<file path="config.mk">
export PLATFORM = sky130hd
export DESIGN_NAME = csg_glue
export DESIGN_NICKNAME = d
export VERILOG_FILES = /design/src/design/csg_pkg.sv /design/src/design/csg_glue.sv /design/src/design/csg_init_seq.sv
export SDC_FILE = /design/constraint.sdc
export NUM_CORES = 1
export LEC_CHECK = 0
export ABC_AREA = 1
export BUFFER_PORTS_ARGS = -buffer_cell sky130_fd_sc_hd__buf_2
export CAP_MARGIN = 40
export CORE_MARGIN = 1.5
export CORE_UTILIZATION = 57
export CTS_CLUSTER_SIZE = 28
export DETAILED_ROUTE_END_ITERATION = 6
export GPL_ROUTABILITY_DRIVEN = 0
export GPL_TIMING_DRIVEN = 0
export PLACE_DENSITY = 0.9
export SYNTH_ARGS = -nofsm -noshare
export SYNTH_HDL_FRONTEND = slang
export SYNTH_SLANG_ARGS = --single-unit
</file>
<file path="constraint.sdc">
create_clock -name ref_clk -period 2.8 [get_ports ref_clk]
set_clock_uncertainty 0.05 [all_clocks]
set_input_delay 0.56 -clock ref_clk [delete_from_list [all_inputs] [get_ports ref_clk]]
set_output_delay 0.56 -clock ref_clk [all_outputs]
set_load 0.01 [all_outputs]
</file>
<file path="src/design/csg_pkg.sv">
package csg_pkg;

    // ------------------------------------------------------------------
    // Timing
    // ------------------------------------------------------------------
    localparam int           CLK_NS          = 20;
    localparam int           SETTLE_NS       = 800;
    localparam int           SETTLE_CYC_INT  = (SETTLE_NS + CLK_NS - 1) / CLK_NS;
    localparam logic [7:0]   SETTLE_CYC      = SETTLE_CYC_INT[7:0];
    localparam logic [7:0]   FAST_WAIT_CYC   = 8'h02;
    localparam logic [7:0]   RD_BASE_CYC     = 8'h04;
    localparam logic [7:0]   WR_SETUP_CYC    = 8'h01;
    localparam logic [7:0]   WR_BASE_CYC     = 8'h05;
    localparam logic [7:0]   RECOVERY_CYC    = 8'h0C;

    // ------------------------------------------------------------------
    // Port map
    // ------------------------------------------------------------------
    localparam logic [15:0]  PORT_BASE       = 16'hF900;
    localparam int           CD_BIT          = 1;
    localparam int           DECODE_LSB      = 2;

    // ------------------------------------------------------------------
    // Initialization table: register number, then value, in pairs
    // ------------------------------------------------------------------
    localparam int           INIT_LEN        = 16;
    localparam logic [7:0]   INIT_TAB [INIT_LEN] = '{
        8'h09, 8'hC0, 8'h03, 8'h41, 8'h04, 8'h4C, 8'h05, 8'h28,
        8'h0B, 8'h56, 8'h0C, 8'h0C, 8'h0D, 8'h00, 8'h0E, 8'h07
    };

    // ------------------------------------------------------------------
    // State types
    // ------------------------------------------------------------------
    typedef enum logic [3:0] {
        S_IDLE, S_ACK, S_VEC, S_RD, S_WSET, S_WR, S_END, S_REC
    } csg_state_t;

    typedef enum logic [1:0] {
        I_IDLE, I_RD, I_WR, I_DONE
    } csg_init_state_t;

endpackage

</file>
<file path="src/design/csg_glue.sv">
`timescale 1ns/10ps
module csg_glue #(
    parameter logic [15:0] BASE_ADDR = csg_pkg::PORT_BASE,
    parameter logic [7:0]  REC_CYC   = csg_pkg::RECOVERY_CYC
) (
    input  wire logic        ref_clk,
    input  wire logic        rst,
    input  wire logic [15:0] cpu_ad_in,
    output logic      [15:0] cpu_ad_out,
    output logic             cpu_ad_oe,
    input  wire logic        cpu_ale,
    input  wire logic        cpu_rd_n,
    input  wire logic        cpu_wr_n,
    input  wire logic        cpu_io_sel,
    input  wire logic        max_mode,
    input  wire logic        io_read_command_n,
    input  wire logic        io_write_command_n,
    input  wire logic        cpu_irq_ack_pulse_n,
    input  wire logic        fast_mode,
    output logic             cpu_ready,
    input  wire logic        init_start,
    output logic             init_busy,
    output logic             init_done,
    output logic             ctrl_cs_n,
    output logic             ctrl_rd_n,
    output logic             ctrl_wr_n,
    output logic             ctrl_cd,
    output logic             ctrl_irq_ack_input_n,
    input  wire logic [7:0]  ctrl_d_in,
    output logic      [7:0]  ctrl_d_out,
    output logic             ctrl_d_oe
);

    // ------------------------------------------------------------------
    // State
    // ------------------------------------------------------------------
    typedef struct packed {
        csg_pkg::csg_state_t st;
        logic [7:0]          cnt;
        logic [15:0]         addr;
        logic                armed;
        logic                src_init;
        logic                cd;
        logic                cs;
        logic                rd;
        logic                wr;
        logic                ack;
        logic [7:0]          dout;
        logic                doe;
        logic [7:0]          vec;
        logic                done;
    } csg_glue_st_t;

    csg_glue_st_t r_q;
    csg_glue_st_t r_d;

    logic       init_req;
    logic       init_we;
    logic       init_cd;
    logic [7:0] init_wdata;
    logic       init_ack;
    logic       io_rd;
    logic       io_wr;
    logic       hit;
    logic       ack_low;
    logic       strobe_now;

    // Wait limit for an access; the fast clock needs two more cycles.
    function automatic logic [7:0] wait_lim(input logic [7:0] base, input logic fast);
        wait_lim = fast ? base + csg_pkg::FAST_WAIT_CYC : base;
    endfunction

    // ------------------------------------------------------------------
    // Qualifiers
    // ------------------------------------------------------------------
    assign io_rd      = max_mode ? !io_read_command_n
                                 : (!cpu_rd_n && cpu_io_sel);
    assign io_wr      = max_mode ? !io_write_command_n
                                 : (!cpu_wr_n && cpu_io_sel);
    assign hit        = (r_q.addr[15:csg_pkg::DECODE_LSB] == BASE_ADDR[15:csg_pkg::DECODE_LSB]);
    assign ack_low    = !cpu_irq_ack_pulse_n;
    assign strobe_now = r_q.ack ? ack_low : (io_rd || io_wr);

    // ------------------------------------------------------------------
    // Sequencer
    // ------------------------------------------------------------------
    always_comb begin
        r_d = r_q;
        if (cpu_ale) begin
            r_d.addr = cpu_ad_in;
        end
        case (r_q.st)
            csg_pkg::S_IDLE: begin
                r_d.cnt   = 8'h00;
                r_d.done  = 1'b0;
                r_d.armed = 1'b0;
                if (ack_low) begin
                    r_d.ack = 1'b1;
                    r_d.st  = csg_pkg::S_ACK;
                end else if (hit && io_rd) begin
                    r_d.src_init = 1'b0;
                    r_d.cd       = r_q.addr[csg_pkg::CD_BIT];
                    r_d.cs       = 1'b1;
                    r_d.rd       = 1'b1;
                    r_d.st       = csg_pkg::S_RD;
                end else if (hit && io_wr) begin
                    r_d.src_init = 1'b0;
                    r_d.cd       = r_q.addr[csg_pkg::CD_BIT];
                    r_d.cs       = 1'b1;
                    r_d.dout     = cpu_ad_in[7:0];
                    r_d.doe      = 1'b1;
                    r_d.st       = csg_pkg::S_WSET;
                end else if (init_req) begin
                    r_d.src_init = 1'b1;
                    r_d.cd       = init_cd;
                    r_d.cs       = 1'b1;
                    if (init_we) begin
                        r_d.dout = init_wdata;
                        r_d.doe  = 1'b1;
                        r_d.st   = csg_pkg::S_WSET;
                    end else begin
                        r_d.rd = 1'b1;
                        r_d.st = csg_pkg::S_RD;
                    end
                end
            end
            csg_pkg::S_ACK: begin
                if (r_q.cnt < csg_pkg::SETTLE_CYC) begin
                    r_d.cnt = r_q.cnt + 8'h01;
                end
                if (!ack_low) begin
                    r_d.armed = 1'b1;
                end
                if (r_q.armed && ack_low && r_q.cnt >= csg_pkg::SETTLE_CYC) begin
                    r_d.rd  = 1'b1;
                    r_d.cnt = 8'h00;
                    r_d.st  = csg_pkg::S_VEC;
                end
            end
            csg_pkg::S_VEC, csg_pkg::S_RD: begin
                r_d.cnt = r_q.cnt + 8'h01;
                if (r_q.cnt == wait_lim(csg_pkg::RD_BASE_CYC, fast_mode) - 8'h01) begin
                    r_d.vec  = ctrl_d_in;
                    r_d.done = 1'b1;
                    r_d.cnt  = 8'h00;
                    r_d.st   = csg_pkg::S_END;
                end
            end
            csg_pkg::S_WSET: begin
                r_d.cnt = r_q.cnt + 8'h01;
                if (r_q.cnt == csg_pkg::WR_SETUP_CYC - 8'h01) begin
                    r_d.wr  = 1'b1;
                    r_d.cnt = 8'h00;
                    r_d.st  = csg_pkg::S_WR;
                end
            end
            csg_pkg::S_WR: begin
                r_d.cnt = r_q.cnt + 8'h01;
                if (r_q.cnt == wait_lim(csg_pkg::WR_BASE_CYC, fast_mode) - 8'h01) begin
                    r_d.wr   = 1'b0;
                    r_d.done = 1'b1;
                    r_d.cnt  = 8'h00;
                    r_d.st   = csg_pkg::S_END;
                end
            end
            csg_pkg::S_END: begin
                if (r_q.src_init || !strobe_now) begin
                    r_d.cs  = 1'b0;
                    r_d.rd  = 1'b0;
                    r_d.ack = 1'b0;
                    r_d.doe = 1'b0;
                    r_d.cnt = 8'h00;
                    // Done drops here so a request arriving in recovery sees ready low.
                    r_d.done = 1'b0;
                    r_d.st  = csg_pkg::S_REC;
                end
            end
            default: begin
                r_d.cnt = r_q.cnt + 8'h01;
                if (r_q.cnt == REC_CYC - 8'h01) begin
                    r_d.done = 1'b0;
                    r_d.st   = csg_pkg::S_IDLE;
                end
            end
        endcase
    end

    always_ff @(posedge ref_clk or posedge rst) begin
        if (rst) begin
            r_q <= '0;
        end else begin
            r_q <= r_d;
        end
    end

    // ------------------------------------------------------------------
    // Outputs
    // ------------------------------------------------------------------
    // Ready is the only means of stretching a cycle; a pending request keeps
    // it low until any access, not only its own, sets done; the first acknowledge runs free unless armed is still set.
    assign cpu_ready = !(((hit && (io_rd || io_wr)) || (ack_low && r_q.armed))
                         && !r_q.done);

    assign cpu_ad_out = {8'h00, r_q.vec};
    assign cpu_ad_oe  = (r_q.st == csg_pkg::S_END) && r_q.rd && !r_q.src_init
                        && strobe_now;

    assign init_ack = (r_q.st == csg_pkg::S_REC) && r_q.src_init
                      && (r_q.cnt == REC_CYC - 8'h01);

    assign ctrl_cs_n            = !r_q.cs;
    assign ctrl_rd_n            = !r_q.rd;
    assign ctrl_wr_n            = !r_q.wr;
    assign ctrl_cd              = r_q.cd;
    assign ctrl_irq_ack_input_n = !r_q.ack;
    assign ctrl_d_out           = r_q.dout;
    assign ctrl_d_oe            = r_q.doe;

    // ------------------------------------------------------------------
    // Initialization sequencer
    // ------------------------------------------------------------------
    csg_init_seq u_init (
        .ref_clk    (ref_clk),
        .rst        (rst),
        .init_start (init_start),
        .init_ack   (init_ack),
        .init_req   (init_req),
        .init_we    (init_we),
        .init_cd    (init_cd),
        .init_wdata (init_wdata),
        .init_busy  (init_busy),
        .init_done  (init_done)
    );

endmodule

</file>
<file path="src/design/csg_init_seq.sv">
`timescale 1ns/10ps
module csg_init_seq (
    input  wire logic        ref_clk,
    input  wire logic        rst,
    input  wire logic        init_start,
    input  wire logic        init_ack,
    output logic             init_req,
    output logic             init_we,
    output logic             init_cd,
    output logic [7:0]       init_wdata,
    output logic             init_busy,
    output logic             init_done
);

    typedef struct packed {
        csg_pkg::csg_init_state_t st;
        logic [3:0]               idx;
        logic [7:0]               wdata;
    } csg_init_st_t;

    csg_init_st_t r_q;
    csg_init_st_t r_d;

    always_comb begin
        r_d = r_q;
        case (r_q.st)
            csg_pkg::I_IDLE, csg_pkg::I_DONE: begin
                if (init_start) begin
                    r_d.st = csg_pkg::I_RD;
                end
            end
            csg_pkg::I_RD: begin
                if (init_ack) begin
                    r_d.st    = csg_pkg::I_WR;
                    r_d.idx   = 4'h0;
                    r_d.wdata = csg_pkg::INIT_TAB[0];
                end
            end
            default: begin
                if (init_ack) begin
                    if (r_q.idx == 4'(csg_pkg::INIT_LEN - 1)) begin
                        r_d.st = csg_pkg::I_DONE;
                    end else begin
                        r_d.idx   = r_q.idx + 4'h1;
                        r_d.wdata = csg_pkg::INIT_TAB[r_q.idx + 4'h1];
                    end
                end
            end
        endcase
    end

    always_ff @(posedge ref_clk or posedge rst) begin
        if (rst) begin
            r_q <= '{st: csg_pkg::I_IDLE, idx: 4'h0, wdata: 8'h00};
        end else begin
            r_q <= r_d;
        end
    end

    // A dummy status read first puts the pointer logic in a known state.
    assign init_req   = (r_q.st == csg_pkg::I_RD) || (r_q.st == csg_pkg::I_WR);
    assign init_we    = (r_q.st == csg_pkg::I_WR);
    assign init_cd    = 1'b1;
    assign init_wdata = r_q.wdata;
    assign init_busy  = init_req;
    assign init_done  = (r_q.st == csg_pkg::I_DONE);

endmodule

</file>
Word level (Yosys, flattened, before mapping)
Memory sizes are Yosys's and may differ from the RTL's.
Index checks and enable logic that the tools add are counted.
- register bits: 67
- ROM bits: 128
- bits of input ports: 36
- output and inout port bits: 34
- logic and storage cells: 180
- memories: 1
- memory list (name ; depth ; width ; read ports ; clocked after Yosys merged registers in ; wr ports ; RTL line ; text):
    (no name shown) ; 16 ; 8 ; 1 ; 0 ; 0 ; csg_init_seq.sv:45 ; r_d.wdata = csg_pkg::INIT_TAB[r_q.idx + 4'h1];
- add/subtract/negate cells: 4
- order comparisons: 3
- equal/unequal tests: 35
- multiplexer cells: 55
- bitwise logic cells: 4
- reduce and logical (&&, ||, !) cells: 61
- operators by type and width (kind ; count):
    two-way mux 12 bit ; 6
    one-hot mux 12 bit (6 select lines) ; 1
    two-way mux 14 bit ; 2
    two-way mux 4 bit ; 7
    two-way mux 9 bit ; 3
    two-way mux 8 bit ; 3
    inequality test 2 bit (second input constant) ; 12
    one-hot mux 12 bit (2 select lines) ; 1
    inequality test 3 bit (second input constant) ; 6
    == test 4 x 3 -> 1 bit (second input constant) ; 4
    == test 8 bit ; 2
    two-way mux 1 bit ; 16
    == test 14 bit (second input constant) ; 1
    AND reduction 7 bit ; 2
    logical AND 1 bit ; 13
    zero test 1 bit ; 13
    two-way mux 2 bit ; 6
    AND reduction 3 bit ; 4
    nonzero test 2 bit ; 6
    one-hot mux 1 bit (2 select lines) ; 5
    AND reduction 5 bit ; 2
    nonzero test 3 bit ; 3
    adder 8 x 1 -> 8 bit (second input constant) ; 1
    == test 4 x 2 -> 1 bit (second input constant) ; 2
    28 further kinds ; 41

Depth between registers and ports, before layout
- depth after elaboration: 9
- gate-level depth with buffers: 12
- depth with buffers taken out: 11

Modules after synthesis
Synthesis repeated with hierarchy kept, for this count alone.
- cells, all modules: 589
- area, all modules: 4231.6 um^2
- modules (own cells, without submodules) (module ; instances ; cells an instance ; area each (um^2) ; seq. area each (um^2)):
    csg_glue ; 1 ; 450 ; 3214.3 ; 1276.2
    csg_init_seq ; 1 ; 139 ; 1017.2 ; 350.3

Worst setup path before layout
OpenSTA, ideal clock, no wires.
- kind: input to output
- from: in max_mode
- to: out cpu_ready
- data arrival time: 1.221 ns
- required time: 2.190 ns
- slack: 0.969 ns
- cell stages on the path: 7
- path buffers: 0
- cell sequence: inv_1 nand2_1 nand2_1 inv_1 nand3_2 nand2_1 o21bai_1
- longest elaborated chain between the ends: 6
- elaborated cells between the ends (all ways): 7
- those cells by class: 2 x mux; 5 x reduce/logical
- RTL lines (element ; RTL line ; text):
    start, declared ; csg_glue.sv:15 ; input wire logic max_mode,
    two-way mux 1 bit, on equally long branches ; csg_glue.sv:76, csg_glue.sv:78 ;
    logical OR 1 bit (*) ; csg_glue.sv:201 ; assign cpu_ready = !(((hit && (io_rd || io_wr)) || (ack_low && r_q.armed))
    logical AND 1 bit (*) ; csg_glue.sv:201 ;
    logical OR 1 bit (*) ; csg_glue.sv:201 ;
    logical AND 1 bit (*) ; csg_glue.sv:202 ; && !r_q.done);
    zero test 1 bit (*) ; csg_glue.sv:201 ;
    end, declared ; csg_glue.sv:20 ; output logic cpu_ready,
Every way passes the cells marked *; elsewhere a longest branch is shown, timed or not.

Worst setup path in the final report
- from: reg r_q[35] (netlist name)
- to: out cpu_ready
- longest elaborated chain between the ends: 5
- RTL lines (element ; RTL line ; text):
    start, declared ; csg_glue.sv:54 ; csg_glue_st_t r_q;
    start signal, assigned ; csg_glue.sv:192 ; r_q <= r_d;
    == test 14 bit ; csg_glue.sv:80 ; assign hit = (r_q.addr[15:csg_pkg::DECODE_LSB] == BASE_ADDR[15:csg_pkg::DECODE_LSB]);
    logical AND 1 bit ; csg_glue.sv:201 ;
    logical OR 1 bit ; csg_glue.sv:201 ;
    logical AND 1 bit ; csg_glue.sv:202 ;
    zero test 1 bit ; csg_glue.sv:201 ;
No other way between the ends.

==> qor.txt <==
area leader, netlist: dfrtp_1
WS Path Type: reg -> out
CTS buffer count: 9
area grow syn2layout: 17.62%
# fillers: 527
Fmax: 0.4285 GHz
die area: 7563 um^2
Hold WC Path Type: in -> async
# IOs: 70
Max VDD drop: 0.5154 mV
CP endpoint kind: primary output
CTS Sinks: 65
first-pass detailed-route iteration total: 5
final hold vios: 0
share of synthesized registers carrying an async set or reset: 1.000
Synth Warn #: 0
share of cells above drive strength 1: 0.2231
row cnt: 30
commonest cells in the netlist: 186 x nand2_1, 65 x dfrtp_1, 58 x inv_1, 58 x nor2_1, 49 x nand3_1
Worst Path Arrival: 1.72 ns
synth unique cells: 36
GR peak layer: met2
vias per inst: 5.179
Mapped Cells: 556
CTS Buffer Depth: 2
slew margin rel.: 0.6121
setup_tns: 0 ns
Post-CTS Hold Buffers: 0
CP max FO: 9
synth top area cells: dfrtp_1 40%, nand2_1 17%, nand3_1 6.1%
Seq/Total Area, Yosys: 0.4047
total grt overflow: 0
met3 GRT Util: 0.05782
H-tree levels: 3
vias in the first global route: 3489
synthesized cell area: 4019 um^2
power density over the cells: 776.5 nW/um^2
Synth Flop Type: dfrtp_1
Final period util: 0.8335
TritonCTS clock tree: done
clock-pin transition on the worst setup and hold timing paths: 0.08 ns
Static Leak: 2.682 nW
actual slew at the worst max-slew pin: 0.5811 ns
Final setup violation count: 0
CTS root buf: clkbuf_8
mean routed wirelength per cell: 12.76 um
remaining antenna violation count: 0
Starting DRT DRC Count: 357
port bufs: 61
pre-CTS setup slack: 0.5441 ns
max-slew violation count: 0
Die Ht: 86.97 um
Syn Area/Cell: 7.228 um^2
GRT Overall Usage: 0.2674
clk_lat worst skew: 0.35 ns
final wirelength: 9.407 mm
routing usage on met1: 0.3433
first-pass GRT wire length: 15.73 mm
min Tclk post-route: 2.334 ns
post_cts resized: 0
M2 GR Usage: 0.4390
setup slack after layout: 0.4662 ns
vias: 3817
initial antenna violation count: 0
data required time at the worst endpoint: 2.19 ns
outcome: completed
largest net degree at the start of global routing: 41
Starting Density: 0.5915
Max-Cap Viols: 0
antenna cells: 0
Startpoint Class: flip-flop
flops & latches, synth: 65
core area: 6794 um^2
total power: 3.671 mW
Die X: 86.97 um
setup bufs post-CTS: 0
RSZ-0062 raised after global routing: false
DRC viols: 0
Final #Nets: 683
hpwl dp: 7.029 mm
Yosys top cell area share: 0.4047
top-count cell post-synth: nand2_1
EDFF count, synth: 0
==> worst paths after layout <==
check / startpoint / endpoint / slack (ns) / cells past startpoint
max in group asynchronous: rst / r_q[45] / 1.87 / 3
min: rst / u_init.r_q[9] / 0.21 / 2
min in group ref_clk: ctrl_d_in[7] / cpu_ad_out[7] / 0.35 / 3
max reg2reg: u_init.r_q[8] / u_init.init_wdata[0] / 0.70 / 10
max: r_q[35] / cpu_ready / 0.47 / 7
min reg2reg: ctrl_d_out[4] / ctrl_d_out[4] / 0.43 / 2
==> flip-flops by register name (all words and copies together), names as in the netlist <==
signal and flops:
cpu_ad_out 8, ctrl_cd 1, ctrl_d_oe 1, ctrl_d_out 8
r_q 33, u_init.init_wdata 8, u_init.r_q 6
==> per-stage QoR <==
step	instances	utilization	area (um^2)	hold WS [ns]
final	737	0.6958	4727	0.2139
after global routing	737	0.6958	4727	0.2625
after CTS	737	0.6958	4727	0.2405
after detailed placement	721	0.6610	4491	0.4123
after global placement	720	0.6580	4471	0.3991
after floorplan	563	-	4045	0.3858
==> area by class of cell <==
cell class	count	area [um^2]	area share
Buffer	29	209.0	0.04420
Sequential cell	65	1627	0.3441
Timing Repair Buffer	62	325.3	0.06882
Multi-Input combinational cell	398	1943	0.4111
Clock inverter	5	85.08	0.01800
Tap cell	96	120.1	0.02541
Inverter	71	266.5	0.05638
Clock buffer	11	151.4	0.03203
==> critical path: stages, from the launching register on <==
cell	delay (ns)
dfrtp_1	0.40
nor2_1	0.11
nand2_1	0.05
nor2_1	0.17
nand3_2	0.22
nand2_1	0.17
o21bai_1	0.10
buf_2	0.15
==> cells by family (layout without fill, tap and decap cells) <==
group,Yosys count,after routing,share of synthesized area
flip-flops,65,65,0.4047
adder cells (fa/ha/maj),11,11,0.03425
AND/OR/NAND/NOR,317,317,0.3372
other,1,8,0.0009331
XOR/XNOR,4,4,0.01059
buffers and inverters,100,178,0.1183
multiplexers,9,9,0.02522
AO/OA/AOI/OAI,49,49,0.06881
==> placed cells by master (no fill, tap or decap), types with 5 or more instances in the layout <==
| master | netlist | final |
|---|---|---|
| buf_2 | 2 | 63 |
| inv_2 | 12 | 13 |
| inv_1 | 58 | 57 |
| nand4_1 | 6 | 6 |
| ha_1 | 11 | 11 |
| nand2_1 | 186 | 186 |
| buf_4 | 24 | 24 |
| nor2_1 | 58 | 58 |
| dfrtp_1 | 65 | 65 |
| conb_1 | 1 | 8 |
| nand2_2 | 5 | 5 |
| o21ai_1 | 17 | 17 |
| nand3_1 | 49 | 49 |
| o21ai_0 | 14 | 14 |
| clkbuf_8 | 0 | 11 |
| mux2_2 | 9 | 9 |
==> metal layers <==
metal,wire (um),vias to the layer above
met5,0,-
met4,255,0
met3,611,23
met2,4493,150
met1,4046,1753
li1,-,1891
==> report_power, final <==
| group | leakage, nW | total (mW) | internal (mW) | switching [mW] |
|---|---|---|---|---|
| Combinational | 1.73 | 1.44 | 0.537 | 0.900 |
| Sequential | 0.837 | 1.29 | 1.12 | 0.165 |
| Clock | 0.116 | 0.946 | 0.555 | 0.391 |
| Total | 2.68 | 3.67 | 2.21 | 1.46 |
(Power assumes the default switching activity.)
